### src/tgcr_consts.svh
`ifndef TGCR_CONSTS_SVH
`define TGCR_CONSTS_SVH
// Register offsets (word index; byte address is index times four)
`define TGCR_IDX_REV      8'h00
`define TGCR_IDX_IDL      8'h01
`define TGCR_IDX_IDH      8'h02
`define TGCR_IDX_SCRATCH  8'h03
`define TGCR_IDX_KEYH     8'h04
`define TGCR_IDX_KEYL     8'h05
`define TGCR_IDX_SRST     8'h06
`define TGCR_IDX_CTRL     8'h08
`define TGCR_IDX_MUXSEL   8'h09
// Protected window bounds
`define TGCR_LOCK_LO      8'h06
`define TGCR_LOCK_HI      8'h7f
// Control field positions
`define TGCR_CTRL_LPBK    0
`define TGCR_CTRL_PSRC    3
`define TGCR_CTRL_OHEN    4
`define TGCR_SRST_BIT     0
// Reset values
`define TGCR_RST_BYTE     8'h00
`define TGCR_RST_MUX      8'hff
`define TGCR_RST_RDATA    32'h0000_0000
`define TGCR_ADDR_LSB     2
`endif

### src/tgcr_pkg.sv
package tgcr_pkg;
    // Bus access phase
    typedef enum logic [1:0] {
        TGCR_IDLE,
        TGCR_ACK
    } tgcr_phase_t;
    typedef logic [7:0] tgcr_byte_t;
endpackage

### src/tgcr_regs.sv
// Summary of operation
// Scratch byte read/write, no other effect
// Writes 06..7F ignored unless key matches
// Any reset returns the block to locked
// Scratch writable regardless of lock state
// Bit0 at 06 fires soft global reset
// Loopback bit routes tx serial to rx
// Source bit clear: muxes follow register 09
// Source bit set: muxes follow pins
// Overhead bit zero tri-states overhead outputs
// Reset command pulses once, reads zero
`timescale 1ns/100ps
`include "tgcr_consts.svh"
module tgcr_regs
    import tgcr_pkg::*;
#(
    parameter tgcr_byte_t REV_CODE = 8'h3c,  // Arbitrary value
    parameter tgcr_byte_t ID_LOW   = 8'h5a,  // Arbitrary value
    parameter tgcr_byte_t ID_HIGH  = 8'h17   // Arbitrary value
) (
    input  wire logic        clk,
    input  wire logic        srst,
    input  wire logic [9:0]  address,
    input  wire logic        read,
    input  wire logic        write,
    input  wire logic [3:0]  byteenable,
    input  wire logic [31:0] writedata,
    output logic      [31:0] readdata,
    output logic             waitrequest,
    output logic             global_reset,
    input  wire logic        tx_serial,
    input  wire logic        rx_serial_pin,
    output logic             rx_serial,
    input  wire logic [7:0]  prot_switch_pins,
    output logic      [7:0]  prot_mux_select,
    input  wire logic        rx_overhead_clock_enable_int,
    input  wire logic        rx_overhead_frame_pulse_int,
    output logic             rx_overhead_clock_enable_out,
    output logic             rx_overhead_frame_pulse_out,
    output logic             overhead_output_drive_enable
);
    // Register state
    tgcr_phase_t  phase, next_phase;          // Bus handshake phase
    tgcr_byte_t   scratch, next_scratch;      // Scratch byte
    tgcr_byte_t   key_high, next_key_high;    // Unlock key upper byte
    tgcr_byte_t   key_low, next_key_low;      // Unlock key lower byte
    tgcr_byte_t   ctrl, next_ctrl;            // Device control
    tgcr_byte_t   mux_reg, next_mux_reg;      // Software mux selects
    logic [31:0]  next_readdata;              // Read data to register
    logic         soft_rst, next_soft_rst;    // Soft reset pulse
    logic [7:0]   idx;                        // Word index
    logic         unlocked;                   // Key matches
    logic         wr_take;                    // Write accepted this edge
    logic         rd_take;                    // Read request seen, answer next cycle
    logic         lane0;                      // Low byte enabled
    logic         in_lock;                    // Address in protected window
    logic         core_rst;                   // Pin or soft reset
    // Pin synchronisers (three stages)
    logic [2:0]   rxs_sync;                   // Rx serial pin stages
    logic [7:0]   psw_s1, psw_s2, psw_s3;     // Protection pin stages
    logic [7:0]   psw_stable, next_psw_stable;// Filtered protection pins
    logic         rx_stable, next_rx_stable;  // Filtered rx serial
    // Output registers
    logic         next_rx_serial;
    tgcr_byte_t   next_mux_sel;
    logic         next_ohck, next_ohfp, next_ohen;

    assign idx      = address[`TGCR_ADDR_LSB +: 8];
    assign lane0    = byteenable[0];
    assign wr_take  = (phase == TGCR_ACK) && write;
    assign rd_take  = (phase == TGCR_IDLE) && read;  // Load data for the answer cycle
    assign unlocked = (key_high == REV_CODE) && (key_low == ID_LOW);
    assign in_lock  = (idx >= `TGCR_LOCK_LO) && (idx <= `TGCR_LOCK_HI);
    assign core_rst = srst || soft_rst;

    // Handshake: one wait cycle then answer
    always_comb begin
        next_phase = TGCR_IDLE;
        if (phase == TGCR_IDLE && (read || write)) begin
            next_phase = TGCR_ACK;
        end
    end

    always_ff @(posedge clk) begin
        if (srst) begin
            phase <= TGCR_IDLE;
        end else begin
            phase <= next_phase;
        end
    end

    // Register writes
    always_comb begin
        next_scratch  = scratch;
        next_key_high = key_high;
        next_key_low  = key_low;
        next_ctrl     = ctrl;
        next_mux_reg  = mux_reg;
        next_soft_rst = 1'b0;
        if (wr_take && lane0) begin
            unique case (idx)
                `TGCR_IDX_SCRATCH: begin
                    next_scratch = writedata[7:0];
                end
                `TGCR_IDX_KEYH: begin
                    next_key_high = writedata[7:0];
                end
                `TGCR_IDX_KEYL: begin
                    next_key_low = writedata[7:0];
                end
                default: begin
                    // Protected window needs the key
                    if (in_lock && unlocked) begin
                        if (idx == `TGCR_IDX_SRST) begin
                            next_soft_rst = writedata[`TGCR_SRST_BIT];
                        end
                        if (idx == `TGCR_IDX_CTRL) begin
                            next_ctrl = writedata[7:0];
                        end
                        if (idx == `TGCR_IDX_MUXSEL) begin
                            next_mux_reg = writedata[7:0];
                        end
                    end
                end
            endcase
        end
    end

    // Pin or soft reset clears scratch, keys and ctrl and sets mux_reg to ff, relocking the block
    always_ff @(posedge clk) begin
        if (core_rst) begin
            scratch  <= `TGCR_RST_BYTE;
            key_high <= `TGCR_RST_BYTE;
            key_low  <= `TGCR_RST_BYTE;
            ctrl     <= `TGCR_RST_BYTE;
            mux_reg  <= `TGCR_RST_MUX;
            soft_rst <= 1'b0;
        end else begin
            scratch  <= next_scratch;
            key_high <= next_key_high;
            key_low  <= next_key_low;
            ctrl     <= next_ctrl;
            mux_reg  <= next_mux_reg;
            soft_rst <= next_soft_rst;
        end
    end

    // Read mux; pulse register reads zero
    // Loaded when the request is first seen, so data stands while waitrequest is low
    always_comb begin
        next_readdata = `TGCR_RST_RDATA;
        if (rd_take) begin
            unique case (idx)
                `TGCR_IDX_REV:     next_readdata[7:0] = REV_CODE;
                `TGCR_IDX_IDL:     next_readdata[7:0] = ID_LOW;
                `TGCR_IDX_IDH:     next_readdata[7:0] = ID_HIGH;
                `TGCR_IDX_SCRATCH: next_readdata[7:0] = scratch;
                `TGCR_IDX_KEYH:    next_readdata[7:0] = key_high;
                `TGCR_IDX_KEYL:    next_readdata[7:0] = key_low;
                `TGCR_IDX_CTRL:    next_readdata[7:0] = ctrl;
                `TGCR_IDX_MUXSEL:  next_readdata[7:0] = mux_reg;
                default:           next_readdata = `TGCR_RST_RDATA;
            endcase
        end
    end

    always_ff @(posedge clk) begin
        if (srst) begin
            readdata <= `TGCR_RST_RDATA;
        end else begin
            readdata <= next_readdata;
        end
    end

    // Waitrequest high except in the answer cycle
    always_ff @(posedge clk) begin
        if (srst) begin
            waitrequest <= 1'b1;
        end else begin
            waitrequest <= !(next_phase == TGCR_ACK);
        end
    end

    // Pin synchronisers: change counts once stages two and three agree
    always_ff @(posedge clk) begin
        rxs_sync <= {rxs_sync[1:0], rx_serial_pin};
        psw_s1   <= prot_switch_pins;
        psw_s2   <= psw_s1;
        psw_s3   <= psw_s2;
    end

    always_comb begin
        next_rx_stable = rx_stable;
        if (rxs_sync[1] == rxs_sync[2]) begin
            next_rx_stable = rxs_sync[2];
        end
    end

    // Per-bit filter on protection pins
    genvar gi;
    generate
        for (gi = 0; gi < 8; gi++) begin : g_psw
            always_comb begin
                next_psw_stable[gi] = psw_stable[gi];
                if (psw_s2[gi] == psw_s3[gi]) begin
                    next_psw_stable[gi] = psw_s3[gi];
                end
            end
        end
    endgenerate

    always_ff @(posedge clk) begin
        if (srst) begin
            rx_stable  <= 1'b0;
            psw_stable <= `TGCR_RST_BYTE;
        end else begin
            rx_stable  <= next_rx_stable;
            psw_stable <= next_psw_stable;
        end
    end

    // Datapath selects driven from control register
    always_comb begin
        next_rx_serial = ctrl[`TGCR_CTRL_LPBK] ? tx_serial : rx_stable;
        next_mux_sel   = ctrl[`TGCR_CTRL_PSRC] ? psw_stable : mux_reg;
        next_ohen      = ctrl[`TGCR_CTRL_OHEN];
        next_ohck      = ctrl[`TGCR_CTRL_OHEN] ? rx_overhead_clock_enable_int : 1'b0;
        next_ohfp      = ctrl[`TGCR_CTRL_OHEN] ? rx_overhead_frame_pulse_int : 1'b0;
    end

    always_ff @(posedge clk) begin
        if (srst) begin
            rx_serial                    <= 1'b0;
            prot_mux_select              <= `TGCR_RST_MUX;
            overhead_output_drive_enable <= 1'b0;
            rx_overhead_clock_enable_out <= 1'b0;
            rx_overhead_frame_pulse_out  <= 1'b0;
            global_reset                 <= 1'b0;
        end else begin
            rx_serial                    <= next_rx_serial;
            prot_mux_select              <= next_mux_sel;
            overhead_output_drive_enable <= next_ohen;
            rx_overhead_clock_enable_out <= next_ohck;
            rx_overhead_frame_pulse_out  <= next_ohfp;
            global_reset                 <= soft_rst;
        end
    end
endmodule

### config.mk
export PLATFORM = sky130hd
export DESIGN_NAME = tgcr_regs
export DESIGN_NICKNAME = d
export VERILOG_FILES = /design/src/tgcr_pkg.sv /design/src/tgcr_regs.sv
export VERILOG_INCLUDE_DIRS = /design/src
export SDC_FILE = /design/constraint.sdc
export NUM_CORES = 1
export LEC_CHECK = 0
export ABC_AREA = 1
export BUFFER_PORTS_ARGS = -buffer_cell sky130_fd_sc_hd__buf_2
export CAP_MARGIN = 25
export CORE_UTILIZATION = 40
export CTS_BUF_LIST = sky130_fd_sc_hd__clkbuf_2 sky130_fd_sc_hd__clkbuf_4 sky130_fd_sc_hd__clkbuf_8
export DETAILED_ROUTE_END_ITERATION = 8
export PLACE_DENSITY = 0.64
export SLEW_MARGIN = 20
export SYNTH_ARGS = -nofsm -noshare
export SYNTH_HDL_FRONTEND = slang
export SYNTH_SLANG_ARGS = --single-unit
export TNS_END_PERCENT = 5
### constraint.sdc
create_clock -name clk -period 1.75 [get_ports clk]
set_input_delay 0.525 -clock clk [delete_from_list [all_inputs] [get_ports clk]]
set_output_delay 0.525 -clock clk [all_outputs]
set_load 0.01 [all_outputs]
After elaboration in Yosys (flattened, before gate mapping)
Cells that the tools add are included.
- register bits after elaboration: 125
- bits in writable memories: 0
- memories kept: 0
- logic and storage cells: 83
- memory bits (read-only): 0
- bits in latches: 0
- output and inout bits: 46
- multiply operators: 0
- bitwise operators: 6
- div/mod/pow operators: 0
- $lt $le $gt $ge: 2
- shift operators: 0
- reductions and logical operators: 21
- multiplexer cells: 4
- add/sub/neg operators: 0
- equal/unequal tests: 21
- operator list (cell ; number):
    $pmux W8 S8 ; 1
    $eq A8 B3 Y1 const B ; 3
    $eq A8 B2 Y1 const B ; 2
    $eq A8 B4 Y1 const B ; 2
    $eq A1 B1 Y1 ; 9
    $eq A8 B1 Y1 const B ; 1
    $eq A8 B6 Y1 const B ; 1
    $eq A8 B7 Y1 const B ; 1
    $ge A8 B3 Y1 const B ; 1
    $le A8 B7 Y1 const B ; 1
    $logic_not A8 Y1 ; 1
    $mux W8 ; 1
    $reduce_and A4 Y1 ; 2
    $logic_and A1 B1 Y1 ; 7
    $reduce_or A7 Y1 ; 1
    $not A1 Y1 ; 6
    $reduce_and A2 Y1 ; 3
    $eq A2 B1 Y1 const B ; 2
    $reduce_or A2 Y1 ; 2
    $reduce_or A3 Y1 ; 1
    $logic_not A2 Y1 ; 1
    $logic_or A1 B1 Y1 ; 2
    $mux W1 ; 2
    $logic_not A1 Y1 ; 1

Longest topological paths before layout
Gate-level depths: netlist of run 1.
- depth after elaboration: 5
- gate-level depth with buffers: 11

Worst setup path before layout of run 1
OpenSTA, ideal clock, no wires.
- path type: input port to flip-flop
- start: input port address[6]
- end: register ctrl[0]
- stages on the path: 9
- arrival time: 1.508 ns
- path slack: 0.129 ns
- required time: 1.637 ns
- cell sequence: inv_1 -> nand2_2 -> nor2_8 -> nand3_4 -> nor2_4 -> nand3_4 -> buf_6 -> nor2_1 -> nor2_1
- word-level cells in the longest chain between the ends: 4
- elaborated cells between the ends (all ways): 11
- classes of those cells: order compare (2); eq/ne (4); bitwise (1); reduce/logical (4)
- ends and longest elaborated chain (item ; RTL line ; RTL):
    start, declared ; tgcr_regs.sv:23 ; input wire logic [9:0] address,
    $ge A8 B3 Y1 (no line) (tied with other cells) ; n/a ;
    $logic_and A1 B1 Y1 or $reduce_or A3 Y1 (tied branches) ; n/a ;
    $logic_and A1 B1 Y1 or $not A1 Y1 (tied branches) ; n/a ;
    $reduce_and A4 Y1 (no line) * ; n/a ;
    end signal, assigned ; tgcr_regs.sv:135 ; ctrl <= `TGCR_RST_BYTE;
    end signal, assigned ; tgcr_regs.sv:142 ; ctrl <= next_ctrl;
    end, declared ; tgcr_regs.sv:47 ; tgcr_byte_t ctrl, next_ctrl;
Mark *: on every way between the ends. The rest lies on a longest branch, timed or not.
A chain may end at the register's enable or synchronous reset.

Final worst setup path of run 1
- start: register key_low[1]
- end: register mux_reg[5]
- word-level cells in the longest chain between the ends: 4
- ends and longest elaborated chain (item ; RTL line ; RTL):
    start, declared ; tgcr_regs.sv:46 ; tgcr_byte_t key_low, next_key_low;
    start signal, assigned ; tgcr_regs.sv:134 ; key_low <= `TGCR_RST_BYTE;
    start signal, assigned ; tgcr_regs.sv:141 ; key_low <= next_key_low;
    $eq A8 B7 Y1 ; tgcr_regs.sv:72 ; assign unlocked = (key_high == REV_CODE) && (key_low == ID_LOW);
    $logic_and A1 B1 Y1 ; tgcr_regs.sv:72 ;
    $logic_and A1 B1 Y1 ; tgcr_regs.sv:113 ; if (in_lock && unlocked) begin
    $reduce_and A4 Y1 (no line) ; n/a ;
    end signal, assigned ; tgcr_regs.sv:136 ; mux_reg <= `TGCR_RST_MUX;
    end signal, assigned ; tgcr_regs.sv:143 ; mux_reg <= next_mux_reg;
    end, declared ; tgcr_regs.sv:48 ; tgcr_byte_t mux_reg, next_mux_reg;
Every way passes these cells.

==> impl_metrics.py, run 1 <==
metrics = {
    "clock_network": {
        "clk_latency_ns": 0.35,
        "cts_max_level": 3,
        "cts_inserted_buffers": 9,
        "clock_sinks": 100,
        "holdBufCountCts": 0,
        "cts_setup_buffers": 0,
        "cts_resized": 0,
        "cts_buffer_depth": 2,
        "cts-root-buf": "clkbuf_8",
        "clkTransAtPathRegs_ns": 0.10,
        "cts_tree": "built",
    },
    "critical_path": {
        "worst_ep_arrival_time_ns": 1.77,
        "cp_data_required_time_ns": 1.98,
        "critPathTopFamily": "simple AND/OR/NAND/NOR gates",
        "path_cells": "nand2_1 -> inv_1 -> nand2_1 -> nor2_1 -> nand2_1 -> nor2_2 -> buf_4 -> nand3_4 -> nand2_1 -> nand3_1",
        "critical_path_peak_fanout": 8,
        "critPathBufInv": 2,
        "worst_path_most_repeated_cell": "nand2_1",
        "cpPeakStageDelay_ns": 0.36,
        "end_kind": "flop",
        "worst_setup_path_start_kind": "flop",
        "critical_path.slowest_cell": "dfxtp_1",
        "crit_type": "flop to flop",
        "rrSetupSlack_ns": 0.21,
    },
    "pwr": {
        "switchingPower_mw": 1.013,
        "clkPwrFrac": 0.354,
        "cellPowerDensity_mw_per_mm2": 864.0,
        "leakagePower_nw": 2.152,
        "swShare": 0.2553,
        "max-vdd-ir-drop_mv": 0.4132,
        "seqPwrFrac": 0.591,
        "power.internal_mw": 2.955,
        "power_frac_comb": 0.055,
    },
    "die": {
        "start_util": 0.4149,
        "row_count": 35,
        "ios": 108,
        "die_area_sq_mm": 0.01007,
        "core_area_sq_mm": 0.009328,
        "fp.dieH_um": 100.4,
        "fp.dieW_um": 100.4,
    },
    "grt": {
        "met2_usage": 0.2877,
        "busiest_layer": "met2",
        "grtUsageTotal": 0.1800,
        "grt_pass1_wl_um": 13940,
        "met3_usage": 0.02855,
        "grt-ovfl-total": 0,
        "use_met1": 0.2475,
        "grt_antenna_before_repair": 0,
        "grt_max_degree": 24,
        "grt_pass1_vias": 2879,
    },
    "synth": {
        "async_reset_ff_frac": 0,
        "syn-instance-count": 482,
        "yosys_warnings": 0,
        "synth_common_cells": "dfxtp_1 (100), nand2_1 (84), nor2_1 (70), inv_1 (36), o21ai_0 (36)",
        "yosys.cell_types.count": 30,
        "ys.flop_type": "dfxtp_1",
        "synth_top_area_cell": "dfxtp_1",
        "ys_seq_elements": 100,
        "synth_edf_count": 0,
        "synth_seq_area_share": 0.5173,
        "synthesis.area_sq_mm": 0.003870,
        "avgSynthCellArea_sq_um": 8.029,
        "yosysMostFrequentCell": "dfxtp_1",
        "synth_top_area_share": 0.5173,
        "synth_area_leaders": "dfxtp_1 (52%), nand2_1 (8.1%), nor2_1 (6.8%)",
    },
    "sta": {
        "setup_viol": 0,
        "drv_slew": 0,
        "fin_crit_sh": 0.8788,
        "setup_tns_ns": 0,
        "grt_setup_unrepaired": "false",
        "max_freq_mhz": 650.3,
        "fin_skew_ns": 0.008456,
        "min_period_ns": 1.538,
        "setup_slack_ns": 0.2121,
        "finalHoldViolCount": 0,
    },
    "place": {
        "portBuffers": 54,
        "hpwl_um": 6448,
        "place_area_sq_mm": 0.004398,
        "gp_congestion": 0.8961,
        "place_ws_ns": -0.1185,
    },
    "detailed_routing": {
        "drc": 0,
        "vias": 3247,
        "routed_wl_um": 8563,
        "routedWlPerCell_um": 12.25,
        "drt-initial-drc-count": 139,
        "drt-pass1-iter-count": 5,
        "via_per_inst": 4.645,
        "postRouteAntennaNets": 0,
    },
    "outcome": {
        "status": "finished, final reports clean",
    },
    "finish": {
        "drive_above_1_share": 0.2333,
        "nets": 627,
        "fin_area_sq_mm": 0.004592,
        "syn_to_final_growth_pct": 18.65,
        "n_antenna_cell": 0,
        "nFillCells": 922,
    },
    "hold_path": {
        "hp-class": "primary input to flop",
    },
    "run": {
        "maxCapViolCount": 0,
    },
}
layout make-up:
| class | count | area, sq um | share of cell area |
|---|---|---|---|
| Sequential cell | 100 | 2002 | 0.4360 |
| Inverter | 44 | 165.2 | 0.03597 |
| Tap cell | 129 | 161.4 | 0.03515 |
| Clock buffer | 9 | 123.9 | 0.02698 |
| Timing Repair Buffer | 87 | 530.5 | 0.1155 |
| Multi-Input combinational cell | 323 | 1541 | 0.3357 |
| Clock inverter | 7 | 67.56 | 0.01471 |
per-stage QoR:
stage | cells | power (mW) | utilization | hold slack (ns)
detailed placement | 683 | 2.615 | 0.4715 | 0.3121
global placement | 683 | 2.609 | 0.4715 | 0.3108
global route | 699 | 4.138 | 0.4923 | 0.2359
finish | 699 | 3.967 | 0.4923 | 0.2632
floorplan | 505 | 2.546 | - | 0.3096
CTS | 699 | 4.019 | 0.4920 | 0.2419
layer usage:
layer / wire length (um) / vias to the layer above
met3: 411 / 8
li1: - / 1673
met4: 93 / 0
met5: 0 / -
met2: 3927 / 96
met1: 4130 / 1470
power groups by stage:
| stage | logic, mW | clock network [mW] | registers [mW] |
|---|---|---|---|
| 2_1_floorplan | 0.152 | 0 | 2.39 |
| 3_3_place_gp | 0.213 | 0 | 2.40 |
| 3_5_place_dp | 0.217 | 0 | 2.40 |
| 4_1_cts | 0.217 | 1.46 | 2.35 |
| 5_1_grt | 0.244 | 1.54 | 2.35 |
| 6_report | 0.217 | 1.40 | 2.35 |
worst paths after layout:
check / startpoint / endpoint / depth (start not counted)
worst min-delay path: prot_switch_pins[7] / psw_s1[7] / 1
worst max register to register: key_low[1] / mux_reg[5] / 10
worst min register to register: psw_s1[2] / psw_s2[2] / 0
worst max-delay path: key_low[1] / mux_reg[5] / 10
logic make-up (layout without fill, tap and decap cells):
logic type / after synthesis / in the layout / share of synthesized area
AOI/OAI and AO/OA: 76 / 76 / 0.1031
buffers and inverters: 82 / 147 / 0.1080
DFF: 100 / 100 / 0.5173
other: 1 / 24 / 0.0009690
and+or+nand+nor: 223 / 223 / 0.2706
layout by cell type, fill, tap and decap left out, types with 7 or more instances in the layout:
cell      netlist  final
dfxtp_1       100    100
nand2_1        84     84
nor2_1         70     68
buf_2           4     54
inv_1          36     36
o21ai_0        36     36
nand3_1        32     32
buf_4          26     32
a21oi_1        31     31
conb_1          1     24
nand4_1         9      9
clkbuf_8        0      9
inv_2           7      7
nand2_2         7      7
(Power assumes the default switching activity.)
==> run 2, diff against run 1 <==
clock period = 1.64 ns   (was 1.75 ns; I/O delays follow)
==> run 2 against run 1 <==
Wire length grew 1.1%. First-iteration DRC count is 39% higher. Via count grew 0.86%. Largest cell class unchanged. Largest power group unchanged. Clock-buffer cell count did not move. Cell area rose by 0.98%. Fmax is 3.3% higher. Total power up 8.0%.
==> impl_metrics.py, run 2 (synthesized netlist as in run 1, its figures left out) <==
metrics = {
    "detailed_routing": {
        "drt-pass1-iter-count": 7,
        "via_per_inst": 4.645,
        "postRouteAntennaNets": 0,
        "routed_wl_um": 8654,
        "vias": 3275,
        "routedWlPerCell_um": 12.28,
        "drt-initial-drc-count": 193,
        "drc": 0,
    },
    "clock_network": {
        "clkTransAtPathRegs_ns": 0.11,
        "cts-root-buf": "clkbuf_8",
        "cts_inserted_buffers": 9,
        "clock_sinks": 100,
        "cts_setup_buffers": 0,
        "clk_latency_ns": 0.36,
        "cts_tree": "built",
        "cts_max_level": 3,
        "cts_buffer_depth": 2,
        "holdBufCountCts": 0,
    },
    "die": {
        "core_area_sq_mm": 0.009328,
        "ios": 108,
        "fp.dieH_um": 100.4,
        "die_area_sq_mm": 0.01007,
        "start_util": 0.4149,
        "fp.dieW_um": 100.4,
        "row_count": 35,
    },
    "critical_path": {
        "critPathTopFamily": "simple AND/OR/NAND/NOR gates",
        "critical_path_peak_fanout": 8,
        "end_kind": "flop",
        "cpPeakStageDelay_ns": 0.37,
        "crit_type": "flop to flop",
        "critical_path.slowest_cell": "dfxtp_1",
        "worst_ep_arrival_time_ns": 1.73,
        "critPathBufInv": 2,
        "cp_data_required_time_ns": 1.88,
        "worst_path_most_repeated_cell": "nand2_1",
        "worst_setup_path_start_kind": "flop",
        "path_cells": "nand2_1 -> inv_1 -> nand2_1 -> nor2_1 -> nand2_1 -> nor2_4 -> buf_4 -> nand3_4 -> nand2_1 -> nand3_1",
    },
    "place": {
        "gp_congestion": 0.8954,
        "hpwl_um": 6540,
        "portBuffers": 54,
        "place_ws_ns": -0.2022,
    },
    "grt": {
        "grtUsageTotal": 0.1818,
        "grt-ovfl-total": 0,
        "grt_max_degree": 24,
        "grt_pass1_wl_um": 14040,
        "grt_antenna_before_repair": 0,
        "grt_pass1_vias": 2937,
    },
    "finish": {
        "regArea_sq_mm": 0.002002,
        "final_cell_mix": "dfxtp_1 (100), nand2_1 (84), nor2_1 (68), buf_2 (54), buf_4 (39)",
        "drive_above_1_share": 0.2413,
        "nets": 633,
        "final_core_util": 0.4971,
        "final_common_cell": "dfxtp_1",
        "multiInputGateArea_sq_mm": 0.001546,
        "nFillCells": 905,
        "n_antenna_cell": 0,
        "syn_to_final_growth_pct": 19.82,
    },
    "pwr": {
        "power_mw": 4.285,
        "clkPwrFrac": 0.360,
        "cellPowerDensity_mw_per_mm2": 924.0,
        "swShare": 0.2599,
        "power_frac_comb": 0.056,
        "max-vdd-ir-drop_mv": 0.5775,
        "power.internal_mw": 3.171,
        "switchingPower_mw": 1.113,
        "seqPwrFrac": 0.584,
        "leakagePower_nw": 2.177,
    },
    "sta": {
        "grt_setup_unrepaired": "false",
        "drv_slew": 0,
        "finalHoldViolCount": 0,
        "max_freq_mhz": 671.9,
        "fin_crit_sh": 0.9075,
        "hold-worst-slack_ns": 0.2211,
        "min_period_ns": 1.488,
        "setup_viol": 0,
        "fin_skew_ns": 0.009084,
        "setup_slack_ns": 0.1517,
    },
    "outcome": {
        "status": "finished, final reports clean",
    },
    "hold_path": {
        "hp-class": "primary input to flop",
    },
    "run": {
        "maxCapViolCount": 0,
    },
}
-- run 2: through the flow --
stage	instances	setup TNS (ns)	instance area [sq um]
after CTS	705	0	4629
after global routing	705	0	4637
final	705	0	4637
after floorplan	505	0	3956
after global placement	689	-4.159	4431
after detailed placement	689	-4.936	4431
-- run 2: timing repair --
action / CTS / global route
endpoints found under the setup margin: 0 / 16
resized for setup: 0 / 2
endpoints found under the hold margin: 0 / 0
-- run 2: worst paths after layout --
kind	startpoint	endpoint	slack [ns]	cells after the start
setup / recovery	key_low[1]	mux_reg[5]	0.15	10
hold / removal	prot_switch_pins[4]	psw_s1[4]	0.22	1
setup reg to reg	key_low[1]	mux_reg[5]	0.15	10
hold reg to reg	psw_s1[0]	psw_s2[0]	0.34	0
-- run 2: power groups by stage --
stage	logic (mW)	registers (mW)	clock network, mW
after floorplan	0.162	2.55	0
after global placement	0.233	2.56	0
after detailed placement	0.239	2.56	0
after CTS	0.239	2.50	1.59
after global routing	0.267	2.51	1.70
final	0.238	2.50	1.54
-- run 2: area by class of cell --
cell class                 count  area share
multi-input combinational    323      0.3335
timing repair buffer          93      0.1214
clock inverter                 7     0.01619
clock buffer                   9     0.02671
sequential                   100      0.4317
inverter                      44     0.03562
tap                          129     0.03481
-- run 2: routing by layer --
metal / global-route usage / wire (um) / vias to the layer above
met5: 0 / 0 / -
met4: 0.05686 / 90 / 0
met3: 0.04318 / 531 / 9
met2: 0.2835 / 3918 / 115
met1: 0.2487 / 4114 / 1468
li1: - / - / 1683
==> run 3, diff against run 2 <==
clock period = 1.9 ns   (was 1.64 ns; I/O delays follow)
==> run 3 against run 2 <==
Total power fell by 12%. Die area did not move. Via count barely moved. Critical endpoint is now ctrl[3]. Largest cell class unchanged. Largest power group unchanged.
==> impl_metrics.py, run 3 (synthesized netlist as in run 1, its figures left out) <==
metrics = {
    "outcome": {
        "status": "finished, final reports clean",
    },
    "critical_path": {
        "crit_cells": 9,
        "critical_path_peak_fanout": 16,
        "cpPeakStageDelay_ns": 0.38,
        "rrSetupSlack_ns": 0.22,
        "worst_ep_arrival_time_ns": 1.96,
        "reg2reg_to": "ctrl[3]",
        "critPathBufInv": 1,
        "r2r_start": "key_low[1]",
        "cp-startpoint": "key_low[1]",
        "critical_path.slowest_cell": "dfxtp_1",
        "path_cells": "nand2_1 -> inv_1 -> nand2_1 -> nor2_1 -> nand2_1 -> nor2_2 -> nand3_4 -> nor2_1 -> nor2_1",
        "end_kind": "flop",
        "worst_setup_path_start_kind": "flop",
        "reg2regPathDepth": 9,
        "critPathTopFamily": "simple AND/OR/NAND/NOR gates",
        "crit_type": "flop to flop",
        "endpoint": "ctrl[3]",
        "cp_data_required_time_ns": 2.18,
    },
    "detailed_routing": {
        "via_per_inst": 4.736,
        "postRouteAntennaNets": 0,
        "routed_wl_um": 8652,
        "drt-initial-drc-count": 231,
        "drc": 0,
        "drt-pass1-iter-count": 4,
        "routedWlPerCell_um": 12.50,
        "vias": 3277,
    },
    "sta": {
        "drv_slew": 0,
        "finalHoldViolCount": 0,
        "fin_crit_sh": 0.8829,
        "min_period_ns": 1.677,
        "max_freq_mhz": 596.2,
        "setup_tns_ns": 0,
        "fin_skew_ns": 0.01323,
        "hold-worst-slack_ns": 0.2849,
        "grt_setup_unrepaired": "false",
        "setup_viol": 0,
        "relSlewSlack": 0.6411,
        "worst_pin_slew_ns": 0.5315,
    },
    "die": {
        "row_count": 35,
        "core_area_sq_mm": 0.009328,
        "start_util": 0.4149,
        "ios": 108,
        "fp.dieH_um": 100.4,
        "die_area_sq_mm": 0.01007,
        "fp.dieW_um": 100.4,
    },
    "finish": {
        "final_cell_mix": "dfxtp_1 (100), nand2_1 (84), nor2_1 (68), buf_2 (54)",
        "nets": 620,
        "final_cells": 692,
        "final_core_util": 0.4879,
        "n_antenna_cell": 0,
        "drive_above_1_share": 0.2238,
        "syn_to_final_growth_pct": 17.59,
        "final_common_cell": "dfxtp_1",
    },
    "clock_network": {
        "cts_tree": "built",
        "clk_latency_ns": 0.37,
        "cts_resized": 0,
        "cts_inserted_buffers": 9,
        "clkTransAtPathRegs_ns": 0.12,
        "cts_buffer_depth": 2,
        "clock_sinks": 100,
        "holdBufCountCts": 0,
        "cts_setup_buffers": 0,
        "cts-root-buf": "clkbuf_8",
        "cts_max_level": 3,
    },
    "place": {
        "hpwl_um": 6501,
        "portBuffers": 54,
        "gp_congestion": 0.8605,
        "dpl.cell_count": 676,
    },
    "grt": {
        "grt_pass1_vias": 2939,
        "grt_max_degree": 24,
        "grt_pass1_wl_um": 14060,
        "grtUsageTotal": 0.1825,
        "grt_antenna_before_repair": 0,
        "grt-ovfl-total": 0,
    },
    "pwr": {
        "leakagePower_nw": 2.123,
        "max-vdd-ir-drop_mv": 0.4307,
        "cellPowerDensity_mw_per_mm2": 824.4,
    },
    "hold_path": {
        "hp-class": "primary input to flop",
    },
    "run": {
        "maxCapViolCount": 0,
    },
}
## run 3: changes by cell type in the layout (fill, tap and decap cells not counted), sizes merged
cell,previous run,this run
clkinv,3,6
clkinvlp,1,0
buf,93,80
inv,47,45
## run 3: layout make-up
type | count | area [sq um]
clock buffer | 9 | 123.9
clock inverter | 7 | 91.34
fill | 938 | 4777
inverter | 44 | 165.2
multi-input combinational | 323 | 1541
sequential | 100 | 2002
tap | 129 | 161.4
timing repair buffer | 80 | 465.4
## run 3: worst reg2reg max path, stage by stage (launching register included)
cell and delay [ns]:
dfxtp_1 0.38, nand2_1 0.06, inv_1 0.05, nand2_1 0.04, nor2_1 0.15, nand2_1 0.09, nor2_2 0.35, nand3_4 0.26
nor2_1 0.16, nor2_1 0.06
## run 3: how the worst min path moves through the flow
stage / slack [ns] / to / depth (start not counted) / startpoint
4_1_cts: 0.27 / psw_s1[0] / 1 / prot_switch_pins[0]
3_5_place_dp: 0.31 / psw_s2[2] / 0 / psw_s1[2]
2_1_floorplan: 0.31 / psw_s2[0] / 0 / psw_s1[0]
3_3_place_gp: 0.31 / psw_s2[6] / 0 / psw_s1[6]
5_1_grt: 0.26 / psw_s1[0] / 1 / prot_switch_pins[0]
6_report: 0.28 / psw_s1[5] / 1 / prot_switch_pins[5]
## run 3: routing by layer
layer  track usage  wire length, um  up-vias
li1              -                -     1658
met1        0.2422             4151     1494
met2        0.2887             3892      111
met3       0.03552              409       14
met4       0.08027              198        0
met5             0                0        -
## run 3: power by group
group	internal (mW)	switching, mW
clock	0.532	0.862
combinational	0.0662	0.130
sequential	2.14	0.0200
## run 3: stage by stage
stage               setup WS, ns  instance area [sq um]  power [mW]
detailed placement       -0.2240                   4333       2.405
finish                    0.2226                   4551       3.752
global route             0.03045                   4551       3.922
floorplan                 0.2339                   3956       2.345
CTS                      0.04267                   4548       3.783
global placement         -0.1971                   4333       2.398
